`src/pdc_pkg.sv`:
```
// Purpose: Shared constants and types for the loop divider configuration bank.
// Assumes: Byte-wide registers reached over a plain strobe port.
// Notes:   Offsets are byte addresses of the configuration space.
package pdc_pkg;

  localparam int unsigned ADDR_W = 13;
  localparam int unsigned DATA_W = 8;

  localparam logic [12:0] OFS_REF0_LO  = 13'h0154;
  localparam logic [12:0] OFS_REF1_HI  = 13'h0155;
  localparam logic [12:0] OFS_REF1_LO  = 13'h0156;
  localparam logic [12:0] OFS_REF2_HI  = 13'h0157;
  localparam logic [12:0] OFS_REF2_LO  = 13'h0158;
  localparam logic [12:0] OFS_L1FB_HI  = 13'h0159;
  localparam logic [12:0] OFS_L1FB_LO  = 13'h015A;
  localparam logic [12:0] OFS_L1PD     = 13'h015B;
  localparam logic [12:0] OFS_L1LC_HI  = 13'h015C;
  localparam logic [12:0] OFS_L1LC_LO  = 13'h015D;
  localparam logic [12:0] OFS_L1DLY    = 13'h015E;
  localparam logic [12:0] OFS_ST1      = 13'h015F;
  localparam logic [12:0] OFS_L2R_HI   = 13'h0160;
  localparam logic [12:0] OFS_L2R_LO   = 13'h0161;
  localparam logic [12:0] OFS_L2OPT    = 13'h0162;
  localparam logic [12:0] OFS_L2CAL_T  = 13'h0163;
  localparam logic [12:0] OFS_L2CAL_M  = 13'h0164;
  localparam logic [12:0] OFS_L2CAL_L  = 13'h0165;
  localparam logic [12:0] OFS_L2FB_T   = 13'h0166;
  localparam logic [12:0] OFS_L2FB_M   = 13'h0167;
  localparam logic [12:0] OFS_L2FB_L   = 13'h0168;

  // Writable bit masks; everything else reads zero.
  localparam logic [7:0] MASK_HI6  = 8'h3F;
  localparam logic [7:0] MASK_HI4  = 8'h0F;
  localparam logic [7:0] MASK_TOP2 = 8'h03;
  localparam logic [7:0] MASK_FBT  = 8'h07;
  localparam logic [7:0] MASK_DLY  = 8'h3F;
  localparam logic [7:0] MASK_FULL = 8'hFF;

  localparam logic [7:0] RST_REF0_LO = 8'h78;
  localparam logic [7:0] RST_REF_LO  = 8'h96;
  localparam logic [7:0] RST_L1FB_LO = 8'h78;
  localparam logic [7:0] RST_L1PD    = 8'hD4;
  localparam logic [7:0] RST_L1LC_HI = 8'h20;
  localparam logic [7:0] RST_ST1     = 8'h0E;
  localparam logic [7:0] RST_L2R_LO  = 8'h02;
  localparam logic [7:0] RST_L2OPT   = 8'h5D;
  localparam logic [7:0] RST_L2N_LO  = 8'h0C;
  localparam logic [7:0] RST_ZERO    = 8'h00;

  localparam int unsigned FCAL_DIS_BIT = 2;

  localparam logic [2:0] DRV_PUSH_PULL = 3'h3;
  localparam logic [2:0] DRV_INVERTED  = 3'h4;
  localparam logic [2:0] DRV_OPEN_DRN  = 3'h6;

  localparam logic [4:0] SEL_LOW      = 5'h00;
  localparam logic [4:0] SEL_L1_LOCK  = 5'h01;
  localparam logic [4:0] SEL_L2_LOCK  = 5'h02;
  localparam logic [4:0] SEL_BOTH     = 5'h03;

  // Decoded configuration towards the analog loops.
  typedef struct packed {
    logic [13:0] ref0_divider;
    logic [13:0] ref1_divider;
    logic [13:0] ref2_divider;
    logic [13:0] loop1_feedback_divider;
    logic [1:0]  loop1_phase_window;
    logic        loop1_pump_highz;
    logic        loop1_pump_polarity;
    logic [3:0]  loop1_pump_current;
    logic [13:0] loop1_lock_count;
    logic [2:0]  loop1_ref_delay;
    logic [2:0]  loop1_fb_delay;
    logic [4:0]  status1_select;
    logic [2:0]  status1_drive_type;
    logic [11:0] loop2_ref_divider;
    logic [3:0]  loop2_prescaler;
    logic [2:0]  loop2_ref_range;
    logic        crystal_amp_enable;
    logic        ref_doubler_enable;
    logic [17:0] loop2_active_feedback;
    logic        freq_cal_disable;
  } pdc_cfg_t;

endpackage : pdc_pkg

```
`src/pdc_bank.sv`:
```
// Purpose: Configuration register bank for a dual-loop clock conditioner.
// Assumes: Software is the only party at the registers; one clock, mclk.
// Notes:   Calibration runtime is a parameter, the analog routine is modelled
//          as a busy window.
//
// Overview of operation
// - Second reference divider is 14 bits over two bytes, low byte resets to 150.
// - Third reference divider is 14 bits over two bytes, zero reserved.
// - First-loop feedback divider is 14 bits, low byte resets to 120.
// - Phase window code in bits 7:6 resets to 3.
// - Bit 5 puts the first-loop pump output in high impedance.
// - Bit 4 is pump polarity, resets to positive slope.
// - Pump current code in bits 3:0 resets to 4.
// - Lock detect count is 14 bits, upper byte resets to 32.
// - Reference-path delay code in bits 5:3 resets to zero.
// - Feedback-path delay code in bits 2:0 resets to zero.
// - Status pin selector in bits 7:3 resets to code 1.
// - Status pin drive type in bits 2:0 resets to open drain.
// - Second-loop reference divider is 12 bits, low byte resets to 2.
// - Prescaler code 0 divides by 8, code 1 by 2, others by themselves.
// - Bit 1 enables the crystal amplifier, resets disabled.
// - Bit 0 enables the reference doubler, resets enabled.
// - Calibration uses the calibration divider, then the normal feedback divider.
// - No zero-delay feedback while calibration runs.
// - Writing the lowest feedback byte starts calibration unless disabled.
// - Second-loop feedback divider is 18 bits, low byte resets to 12.
//
// Our own choice: the plain strobed port.
`timescale 1ns/1ps

module pdc_bank
  import pdc_pkg::*;
#(
  parameter int unsigned CAL_CYCLES = 64
) (
  input  wire logic              mclk,
  input  wire logic              reset,
  input  wire logic [12:0]       reg_addr,
  input  wire logic [7:0]        reg_wdata,
  input  wire logic              reg_write,
  input  wire logic              reg_read,
  output logic      [7:0]        reg_rdata,
  input  wire logic              loop1_lock_raw,
  input  wire logic              loop2_lock_raw,
  input  wire logic              zero_delay_request,
  output pdc_cfg_t               cfg,
  output logic                   cal_busy,
  output logic                   loop2_zero_delay_en,
  output logic                   status_pin_one_out,
  output logic                   status_pin_one_oe
);

  // ---------------------------------------------------------------------
  // State
  // ---------------------------------------------------------------------
  typedef struct packed {
    logic [7:0]  ref0_lo;
    logic [7:0]  ref1_hi;
    logic [7:0]  ref1_lo;
    logic [7:0]  ref2_hi;
    logic [7:0]  ref2_lo;
    logic [7:0]  l1fb_hi;
    logic [7:0]  l1fb_lo;
    logic [7:0]  l1pd;
    logic [7:0]  l1lc_hi;
    logic [7:0]  l1lc_lo;
    logic [7:0]  l1dly;
    logic [7:0]  st1;
    logic [7:0]  l2r_hi;
    logic [7:0]  l2r_lo;
    logic [7:0]  l2opt;
    logic [7:0]  l2cal_t;
    logic [7:0]  l2cal_m;
    logic [7:0]  l2cal_l;
    logic [7:0]  l2fb_t;
    logic [7:0]  l2fb_m;
    logic [7:0]  l2fb_l;
    logic [7:0]  rdata;
    logic        cal_run;
    logic [15:0] cal_cnt;
    logic [1:0]  l1_sync;
    logic [1:0]  l2_sync;
    logic [1:0]  zd_sync;
  } pdc_state_t;

  pdc_state_t st;
  pdc_state_t next_st;

  // ---------------------------------------------------------------------
  // Helpers
  // ---------------------------------------------------------------------
  function automatic logic [7:0] mask_for(input logic [12:0] a);
    if (a == OFS_REF1_HI || a == OFS_REF2_HI || a == OFS_L1FB_HI || a == OFS_L1LC_HI) begin
      mask_for = MASK_HI6;
    end else if (a == OFS_L1DLY) begin
      mask_for = MASK_DLY;
    end else if (a == OFS_L2R_HI) begin
      mask_for = MASK_HI4;
    end else if (a == OFS_L2CAL_T) begin
      mask_for = MASK_TOP2;
    end else if (a == OFS_L2FB_T) begin
      mask_for = MASK_FBT;
    end else begin
      mask_for = MASK_FULL;
    end
  endfunction

  function automatic logic [3:0] prescale(input logic [2:0] code);
    if (code == 3'h0) begin
      prescale = 4'h8;
    end else if (code == 3'h1) begin
      prescale = 4'h2;
    end else begin
      prescale = {1'b0, code};
    end
  endfunction

  logic [7:0] wmask;
  logic [7:0] wval;
  logic       cal_start;

  assign wmask = mask_for(reg_addr);
  assign wval  = reg_wdata & wmask;

  // ---------------------------------------------------------------------
  // Next state
  // ---------------------------------------------------------------------
  always_comb begin
    next_st         = st;
    cal_start       = 1'b0;
    next_st.l1_sync = {st.l1_sync[0], loop1_lock_raw};
    next_st.l2_sync = {st.l2_sync[0], loop2_lock_raw};
    next_st.zd_sync = {st.zd_sync[0], zero_delay_request};
    if (reg_write) begin
      if (reg_addr == OFS_REF0_LO) begin
        next_st.ref0_lo = wval;
      end else if (reg_addr == OFS_REF1_HI) begin
        next_st.ref1_hi = wval;
      end else if (reg_addr == OFS_REF1_LO) begin
        next_st.ref1_lo = wval;
      end else if (reg_addr == OFS_REF2_HI) begin
        next_st.ref2_hi = wval;
      end else if (reg_addr == OFS_REF2_LO) begin
        next_st.ref2_lo = wval;
      end else if (reg_addr == OFS_L1FB_HI) begin
        next_st.l1fb_hi = wval;
      end else if (reg_addr == OFS_L1FB_LO) begin
        next_st.l1fb_lo = wval;
      end else if (reg_addr == OFS_L1PD) begin
        next_st.l1pd = wval;
      end else if (reg_addr == OFS_L1LC_HI) begin
        next_st.l1lc_hi = wval;
      end else if (reg_addr == OFS_L1LC_LO) begin
        next_st.l1lc_lo = wval;
      end else if (reg_addr == OFS_L1DLY) begin
        next_st.l1dly = wval;
      end else if (reg_addr == OFS_ST1) begin
        next_st.st1 = wval;
      end else if (reg_addr == OFS_L2R_HI) begin
        next_st.l2r_hi = wval;
      end else if (reg_addr == OFS_L2R_LO) begin
        next_st.l2r_lo = wval;
      end else if (reg_addr == OFS_L2OPT) begin
        next_st.l2opt = wval;
      end else if (reg_addr == OFS_L2CAL_T) begin
        next_st.l2cal_t = wval;
      end else if (reg_addr == OFS_L2CAL_M) begin
        next_st.l2cal_m = wval;
      end else if (reg_addr == OFS_L2CAL_L) begin
        next_st.l2cal_l = wval;
      end else if (reg_addr == OFS_L2FB_T) begin
        next_st.l2fb_t = wval;
      end else if (reg_addr == OFS_L2FB_M) begin
        next_st.l2fb_m = wval;
      end else if (reg_addr == OFS_L2FB_L) begin
        next_st.l2fb_l = wval;
        cal_start      = ~st.l2fb_t[FCAL_DIS_BIT];
      end
    end
    // A new start restarts the routine from its beginning.
    if (cal_start) begin
      next_st.cal_run = 1'b1;
      next_st.cal_cnt = 16'(CAL_CYCLES);
    end else if (st.cal_run) begin
      if (st.cal_cnt <= 16'h0001) begin
        next_st.cal_run = 1'b0;
        next_st.cal_cnt = 16'h0000;
      end else begin
        next_st.cal_cnt = st.cal_cnt - 16'h0001;
      end
    end
    next_st.rdata = 8'h00;
    if (reg_read) begin
      if (reg_addr == OFS_REF0_LO) begin
        next_st.rdata = st.ref0_lo;
      end else if (reg_addr == OFS_REF1_HI) begin
        next_st.rdata = st.ref1_hi;
      end else if (reg_addr == OFS_REF1_LO) begin
        next_st.rdata = st.ref1_lo;
      end else if (reg_addr == OFS_REF2_HI) begin
        next_st.rdata = st.ref2_hi;
      end else if (reg_addr == OFS_REF2_LO) begin
        next_st.rdata = st.ref2_lo;
      end else if (reg_addr == OFS_L1FB_HI) begin
        next_st.rdata = st.l1fb_hi;
      end else if (reg_addr == OFS_L1FB_LO) begin
        next_st.rdata = st.l1fb_lo;
      end else if (reg_addr == OFS_L1PD) begin
        next_st.rdata = st.l1pd;
      end else if (reg_addr == OFS_L1LC_HI) begin
        next_st.rdata = st.l1lc_hi;
      end else if (reg_addr == OFS_L1LC_LO) begin
        next_st.rdata = st.l1lc_lo;
      end else if (reg_addr == OFS_L1DLY) begin
        next_st.rdata = st.l1dly;
      end else if (reg_addr == OFS_ST1) begin
        next_st.rdata = st.st1;
      end else if (reg_addr == OFS_L2R_HI) begin
        next_st.rdata = st.l2r_hi;
      end else if (reg_addr == OFS_L2R_LO) begin
        next_st.rdata = st.l2r_lo;
      end else if (reg_addr == OFS_L2OPT) begin
        next_st.rdata = st.l2opt;
      end else if (reg_addr == OFS_L2CAL_T) begin
        next_st.rdata = st.l2cal_t;
      end else if (reg_addr == OFS_L2CAL_M) begin
        next_st.rdata = st.l2cal_m;
      end else if (reg_addr == OFS_L2CAL_L) begin
        next_st.rdata = st.l2cal_l;
      end else if (reg_addr == OFS_L2FB_T) begin
        next_st.rdata = st.l2fb_t;
      end else if (reg_addr == OFS_L2FB_M) begin
        next_st.rdata = st.l2fb_m;
      end else if (reg_addr == OFS_L2FB_L) begin
        next_st.rdata = st.l2fb_l;
      end
    end
  end

  // ---------------------------------------------------------------------
  // Registers
  // ---------------------------------------------------------------------
  always_ff @(posedge mclk or posedge reset) begin
    if (reset) begin
      st         <= '0;
      st.ref0_lo <= RST_REF0_LO;
      st.ref1_lo <= RST_REF_LO;
      st.ref2_lo <= RST_REF_LO;
      st.l1fb_lo <= RST_L1FB_LO;
      st.l1pd    <= RST_L1PD;
      st.l1lc_hi <= RST_L1LC_HI;
      st.l1dly   <= RST_ZERO;
      st.st1     <= RST_ST1;
      st.l2r_lo  <= RST_L2R_LO;
      st.l2opt   <= RST_L2OPT;
      st.l2cal_l <= RST_L2N_LO;
      st.l2fb_l  <= RST_L2N_LO;
    end else begin
      st <= next_st;
    end
  end

  // ---------------------------------------------------------------------
  // Outputs
  // ---------------------------------------------------------------------
  logic status_level;

  always_comb begin
    cfg.ref0_divider           = {6'h00, st.ref0_lo};
    cfg.ref1_divider           = {st.ref1_hi[5:0], st.ref1_lo};
    cfg.ref2_divider           = {st.ref2_hi[5:0], st.ref2_lo};
    cfg.loop1_feedback_divider = {st.l1fb_hi[5:0], st.l1fb_lo};
    cfg.loop1_phase_window     = st.l1pd[7:6];
    cfg.loop1_pump_highz       = st.l1pd[5];
    cfg.loop1_pump_polarity    = st.l1pd[4];
    cfg.loop1_pump_current     = st.l1pd[3:0];
    cfg.loop1_lock_count       = {st.l1lc_hi[5:0], st.l1lc_lo};
    cfg.loop1_ref_delay        = st.l1dly[5:3];
    cfg.loop1_fb_delay         = st.l1dly[2:0];
    cfg.status1_select         = st.st1[7:3];
    cfg.status1_drive_type     = st.st1[2:0];
    cfg.loop2_ref_divider      = {st.l2r_hi[3:0], st.l2r_lo};
    cfg.loop2_prescaler        = prescale(st.l2opt[7:5]);
    cfg.loop2_ref_range        = st.l2opt[4:2];
    cfg.crystal_amp_enable     = st.l2opt[1];
    cfg.ref_doubler_enable     = st.l2opt[0];
    cfg.freq_cal_disable       = st.l2fb_t[FCAL_DIS_BIT];
    if (st.cal_run) begin
      cfg.loop2_active_feedback = {st.l2cal_t[1:0], st.l2cal_m, st.l2cal_l};
    end else begin
      cfg.loop2_active_feedback = {st.l2fb_t[1:0], st.l2fb_m, st.l2fb_l};
    end
  end

  always_comb begin
    if (st.st1[7:3] == SEL_L1_LOCK) begin
      status_level = st.l1_sync[1];
    end else if (st.st1[7:3] == SEL_L2_LOCK) begin
      status_level = st.l2_sync[1];
    end else if (st.st1[7:3] == SEL_BOTH) begin
      status_level = st.l1_sync[1] & st.l2_sync[1];
    end else begin
      status_level = 1'b0;
    end
  end

  always_comb begin
    if (st.st1[2:0] == DRV_PUSH_PULL) begin
      status_pin_one_out = status_level;
      status_pin_one_oe  = 1'b1;
    end else if (st.st1[2:0] == DRV_INVERTED) begin
      status_pin_one_out = ~status_level;
      status_pin_one_oe  = 1'b1;
    end else if (st.st1[2:0] == DRV_OPEN_DRN) begin
      status_pin_one_out = 1'b0;
      status_pin_one_oe  = ~status_level;
    end else begin
      status_pin_one_out = 1'b0;
      status_pin_one_oe  = 1'b0;
    end
  end

  assign reg_rdata           = st.rdata;
  assign cal_busy            = st.cal_run;
  assign loop2_zero_delay_en = st.zd_sync[1] & ~st.cal_run;

  // ---------------------------------------------------------------------
  // Checks
  // ---------------------------------------------------------------------
  chk_cal_start_write: assert property (@(posedge mclk) disable iff (reset)
    (reg_write && reg_addr == OFS_L2FB_L && !st.l2fb_t[FCAL_DIS_BIT]) |=> cal_busy)
    else $error("calibration did not start");
  chk_cal_disabled: assert property (@(posedge mclk) disable iff (reset)
    (reg_write && reg_addr == OFS_L2FB_L && st.l2fb_t[FCAL_DIS_BIT] && !cal_busy) |=> !cal_busy)
    else $error("calibration started while disabled");
  chk_no_zero_delay: assert property (@(posedge mclk) disable iff (reset)
    cal_busy |-> !loop2_zero_delay_en)
    else $error("zero delay during calibration");
  chk_cal_divider_sel: assert property (@(posedge mclk) disable iff (reset)
    cal_busy |-> cfg.loop2_active_feedback == {st.l2cal_t[1:0], st.l2cal_m, st.l2cal_l})
    else $error("wrong divider during calibration");
  chk_reserved_zero: assert property (@(posedge mclk) disable iff (reset)
    (reg_read && reg_addr == OFS_REF1_HI) |=> reg_rdata[7:6] == 2'b00)
    else $error("reserved bits not zero");
  chk_write_readback: assert property (@(posedge mclk) disable iff (reset)
    (reg_write && reg_addr == OFS_L1PD) ##1 (reg_read && reg_addr == OFS_L1PD && !reg_write)
    |=> reg_rdata == $past(reg_wdata, 2))
    else $error("phase detector readback mismatch");
  chk_prescale_zero: assert property (@(posedge mclk) disable iff (reset)
    st.l2opt[7:5] == 3'h0 |-> cfg.loop2_prescaler == 4'h8)
    else $error("prescaler code zero not eight");
  chk_open_drain: assert property (@(posedge mclk) disable iff (reset)
    (st.st1[2:0] == DRV_OPEN_DRN) |-> !status_pin_one_out)
    else $error("open drain drives high");
  chk_read_idle: assert property (@(posedge mclk) disable iff (reset)
    !$past(reg_read) |-> reg_rdata == 8'h00)
    else $error("read data outside read slot");
  chk_inverted_drive: assert property (@(posedge mclk) disable iff (reset)
    (st.st1[2:0] == DRV_INVERTED) |-> status_pin_one_oe && status_pin_one_out == !status_level)
    else $error("inverted drive wrong");
  chk_reserved_type: assert property (@(posedge mclk) disable iff (reset)
    (st.st1[2:0] != DRV_PUSH_PULL && st.st1[2:0] != DRV_INVERTED
     && st.st1[2:0] != DRV_OPEN_DRN) |-> !status_pin_one_oe)
    else $error("reserved drive type enables pin");
  chk_normal_divider: assert property (@(posedge mclk) disable iff (reset)
    !cal_busy |-> cfg.loop2_active_feedback == {st.l2fb_t[1:0], st.l2fb_m, st.l2fb_l})
    else $error("wrong divider outside calibration");

  cov_cal_run: cover property (@(posedge mclk) disable iff (reset) $rose(cal_busy));
  cov_cal_end: cover property (@(posedge mclk) disable iff (reset) $fell(cal_busy));
  cov_push_pull: cover property (@(posedge mclk) disable iff (reset)
    st.st1[2:0] == DRV_PUSH_PULL && status_pin_one_out);
  cov_open_drain: cover property (@(posedge mclk) disable iff (reset)
    st.st1[2:0] == DRV_OPEN_DRN && status_pin_one_oe);

endmodule // pdc_bank

```
`config.mk`:
```
export PLATFORM = sky130hd
export DESIGN_NAME = pdc_bank
export DESIGN_NICKNAME = d
export VERILOG_FILES = /design/src/pdc_pkg.sv /design/src/pdc_bank.sv
export SDC_FILE = /design/constraint.sdc
export NUM_CORES = 1
export LEC_CHECK = 0
export ABC_AREA = 1
export BUFFER_PORTS_ARGS = -buffer_cell sky130_fd_sc_hd__buf_2
export CAP_MARGIN = 20
export CORE_MARGIN = 2
export CORE_UTILIZATION = 35
export DETAILED_ROUTE_END_ITERATION = 8
export PLACE_DENSITY = 0.64
export SYNTH_ARGS = -nofsm -noshare
export SYNTH_HDL_FRONTEND = slang
export SYNTH_SLANG_ARGS = --single-unit
```
`constraint.sdc`:
```
create_clock -name mclk -period 8.82 [get_ports mclk]
set_input_delay 1.323 -clock mclk [delete_from_list [all_inputs] [get_ports mclk]]
set_output_delay 1.323 -clock mclk [all_outputs]
set_load 0.02 [all_outputs]
```
==> results.md <==
* Area of the mapped netlist at 10,650 µm²
* Library cells used by synthesis at 46
* Reg power frac at 49.0%
* CTS Hold Bufs at 0
* Post-Route WL at 32,380 µm
* Total of max-cap violations at 0
* Vias per cell at between 5 and 6
* Largest net degree at the start of global routing at 121
* Gr usage total at slightly above 20%
* Cell count after synthesis at 1,334
* Sw power at around 0.00047 W
* Routed via count at between 8,000 and 9,000
* EDFF count, synth at 0
* Dominant synthesized flop cell: dfrtp_1
* Fraction of registers with async set or reset after synthesis at 100.0%
* Seq. cell area at 5022 µm²
* Synth Warn # at 0
* Final hold vios at 0
* Number of DRC markers in iteration 0 at 835
* H-tree depth at 4
* Die ar. at about 32,000 µm²
* Antenna diodes at 0
* # fillers at about 3,100
* Leakage at 5.851 nW
* Clock buffer depth at 2
* Placed cells at 1,735
* Actual slew at the worst max-slew pin at 1.011 ns
* Flops & latches, synth at 199
* DR WL/cell at 18.32 µm
* Final Wtd Congestion at 0.9314
* Avg Cell Area, Syn at between 7 and 8 µm²
* CTS tree: done
* Combinational power share at 6.1%
* Worst Hold Class: flip-flop to flip-flop
* Sw frac at 24.08%
* TNS Setup at 0 ns
* Setup CP Type: primary input to flip-flop
* Peak supply drop at 0.1055 mV
* Upper clock frequency limit at 0.2817 GHz
* Most frequent CP cell: nand2_1
* Starting Density at between 30 and 40%
* Type of element capturing the critical path: flip-flop
* Post-CTS Repair Setup Buffers at 0
* DIE HEIGHT at 178.4 µm
* Worst path cell trace: buf_2, nor2_2, nand2_1, nor2_2, buf_4, nand4_1, inv_1, nand2_1, nand2_1, nor2_1, o21bai_1, nand2_1, nand2_1, nand2_1, nand2_1, nand2_1, nand2_1, nand2_1, nand2_1, nand2_1, a21oi_1
* CP max FO at 21
* Initial antenna violation count at 0
* RSZ-0062 raised after global routing: no
* Multi-input combinational cell area at 4126 µm²
* Slowest stage delay, CP at 0.29 ns
* Final Setup Violations at 0
* R2r worst-path depth at 9
* PD cells at 167.3 nW/µm²
* FP Rows at 63
* Dominant cells by area after synthesis: dfrtp_1 (39%), nand2_1 (14%), buf_4 (8.5%)
* Post-synth top area share at between 30% and 40%
* CP startpoint kind: primary input
* Core Area at between 20,000 and 30,000 µm²
* # resized after CTS at 0
* Layout Nets at 1,395
* Crit path DAT at 3.89 ns
* Final min period at 3.550 ns
* Clock power share at between 40 and 50%
* First-pass GRT wire length at 49,700 µm
* Num CTS Buffers at 17
* IO Port Bufs at 165
* DRC violations left at 0
* Initial DRT Pass Iterations at 6
* Hold Crit Endpoint: st[3]$_DFF_PP0_
* Grt total ovfl at 0
* Detail Route Antenna Nets at 0
* FF-to-FF Start: st[6]$_DFFE_PP0P_
* Clock Sinks at a little under 200
* Yosys top cell by area: dfrtp_1
* Crit path max-delay family: simple AND/OR/NAND/NOR gates
* Outcome: finished clean
* Slew HR at 32.47%
* Critical path required time at a little over 9 ns
* Finished Core Util at between 30% and 40%
* Seq/Total Area, Yosys at 47.17%
* HPWL after DPL at ~23,000 µm
* Die width at 178.4 µm
* Worst r2r dst: st[21]$_DFFE_PP0P_
* I/O pin count at 172
* Fin cells at 1,768
* Worst-Skew Late Latency at 0.44 ns
* CP Buf/Inv Count at 3
* CTS root buffer: clkbuf_16
* Worst path slowest cell: buf_4
* Reg2Reg Setup Slack at 6.59 ns
* Number of global-route vias before repair at 8,546
* HP Start: next_st[3]$_DFF_PP0_
* Cell internal pwr at 0.001474 W
* Worst clock skew at around 0.011 ns
* CP Depth at 21
* WHS Path Cells at 0
* Synthesis-to-finish area growth at 9.002%
* Slew Viols, Final at 0
* Final Cycle Share at between 40 and 50%
* Clk slew on worst S/H paths at around 0.070 ns
* Share of cells above drive strength 1 at 21.99%
## through the flow
step                instance area (µm²)  worst slack [ns]  power, W  hold slack, ns
floorplan                         10670             2.128  0.001050          0.3312
global placement                  10940             4.812  0.001083          0.3331
detailed placement                10940             4.846  0.001085          0.3362
CTS                               11580             5.303  0.001947          0.3515
global route                      11600             4.997  0.002003          0.3635
finish                            11600             5.270  0.001941          0.3491
## synth_stat cells (5+ instances only)
cell type,count
nand2_1,386
o21ai_0,171
dfrtp_1,165
buf_4,120
inv_1,95
nor2_1,65
a21oi_1,51
dfstp_2,34
clkbuf_1,33
nand3_1,29
inv_2,21
nor3_1,17
o21ai_1,15
nor2_2,14
xor2_1,12
o221a_2,10
o211ai_1,9
buf_2,8
nand4_1,7
o22ai_1,7
nand2_2,6
nor2_4,6
o31ai_1,6
nand3_2,5
nor4_1,5
## flip-flops by register name (all words and copies together), names as in the netlist
| register | cells |
|---|---|
| cal_busy | 1 |
| cfg | 104 |
| next_st | 3 |
| reg_rdata | 8 |
| st | 83 |
## cell families (layout without fill, tap and decap cells)
| logic type | Yosys count | after routing | synth area share [%] |
|---|---|---|---|
| adders and majority gates | 2 | 2 | 0.2350 |
| other | 1 | 6 | 0.03522 |
| muxes | 1 | 1 | 0.09402 |
| xor gates and xnor gates | 14 | 14 | 1.152 |
| buffers and inverters | 281 | 320 | 14.24 |
| DFF | 199 | 199 | 47.17 |
| and+or+nand+nor | 549 | 549 | 22.01 |
| AOI/OAI and AO/OA | 287 | 287 | 15.05 |
## cell type report
| class | count | share of cell area, % |
|---|---|---|
| flip-flops and latches | 199 | 43.28 |
| multi-input cells | 859 | 35.56 |
| repair buffers | 169 | 7.547 |
| well taps | 390 | 4.205 |
| inverters | 119 | 3.925 |
| clock buffers | 21 | 3.795 |
| clock inverters | 11 | 1.693 |
## routing by layer
metal	global-route usage (%)	part of all wire, %
met1	29.33	46
met2	31.89	46
met3	3.922	6.8
met4	4.912	1.4
met5	0	0
## worst register-to-register path, delay by kind of cell, from the launching register on
kind	cells	cell delay, ns
buf+inv	3	0.29
flops	1	0.39
compound gates	2	0.27
simple gates	3	0.95
fa+ha+maj	1	0.22
## layout by cell type, fill, tap and decap left out, types with 6 or more instances in the layout
cell type / n
nor2_1: 65
inv_2: 21
a21oi_1: 51
conb_1: 6
inv_1: 94
nand3_1: 29
o21ai_0: 171
o31ai_1: 6
nor3_1: 17
nor2_2: 14
o22ai_1: 7
buf_2: 165
o21ai_1: 15
o211ai_1: 9
xor2_1: 12
clkbuf_16: 17
dfstp_2: 34
o221a_2: 10
dfrtp_1: 165
nand4_1: 7
nor2_4: 6
nand2_2: 6
nand2_1: 386
## power groups by stage
| stage | registers [W] | logic (W) | clock network [W] |
|---|---|---|---|
| floorplan | 0.000964 | 0.0000860 | 0 |
| global placement | 0.000968 | 0.000115 | 0 |
| detailed placement | 0.000967 | 0.000118 | 0 |
| CTS | 0.000951 | 0.000118 | 0.000878 |
| global route | 0.000954 | 0.000133 | 0.000916 |
| finish | 0.000952 | 0.000118 | 0.000872 |
## worst max path at each step
stage                  from                     end  slack, ns
6_report       reg_addr[11]  reg_rdata[3]$_DFF_PP0_       5.27
5_1_grt        reg_addr[11]  reg_rdata[5]$_DFF_PP0_       5.00
4_1_cts        reg_addr[11]  reg_rdata[2]$_DFF_PP0_       5.30
3_5_place_dp   reg_addr[11]  reg_rdata[2]$_DFF_PP0_       4.85
3_3_place_gp   reg_addr[11]  reg_rdata[4]$_DFF_PP0_       4.81
2_1_floorplan         reset      cal_busy$_DFF_PP0_       2.13
Power figures use the tool's default switching activity.
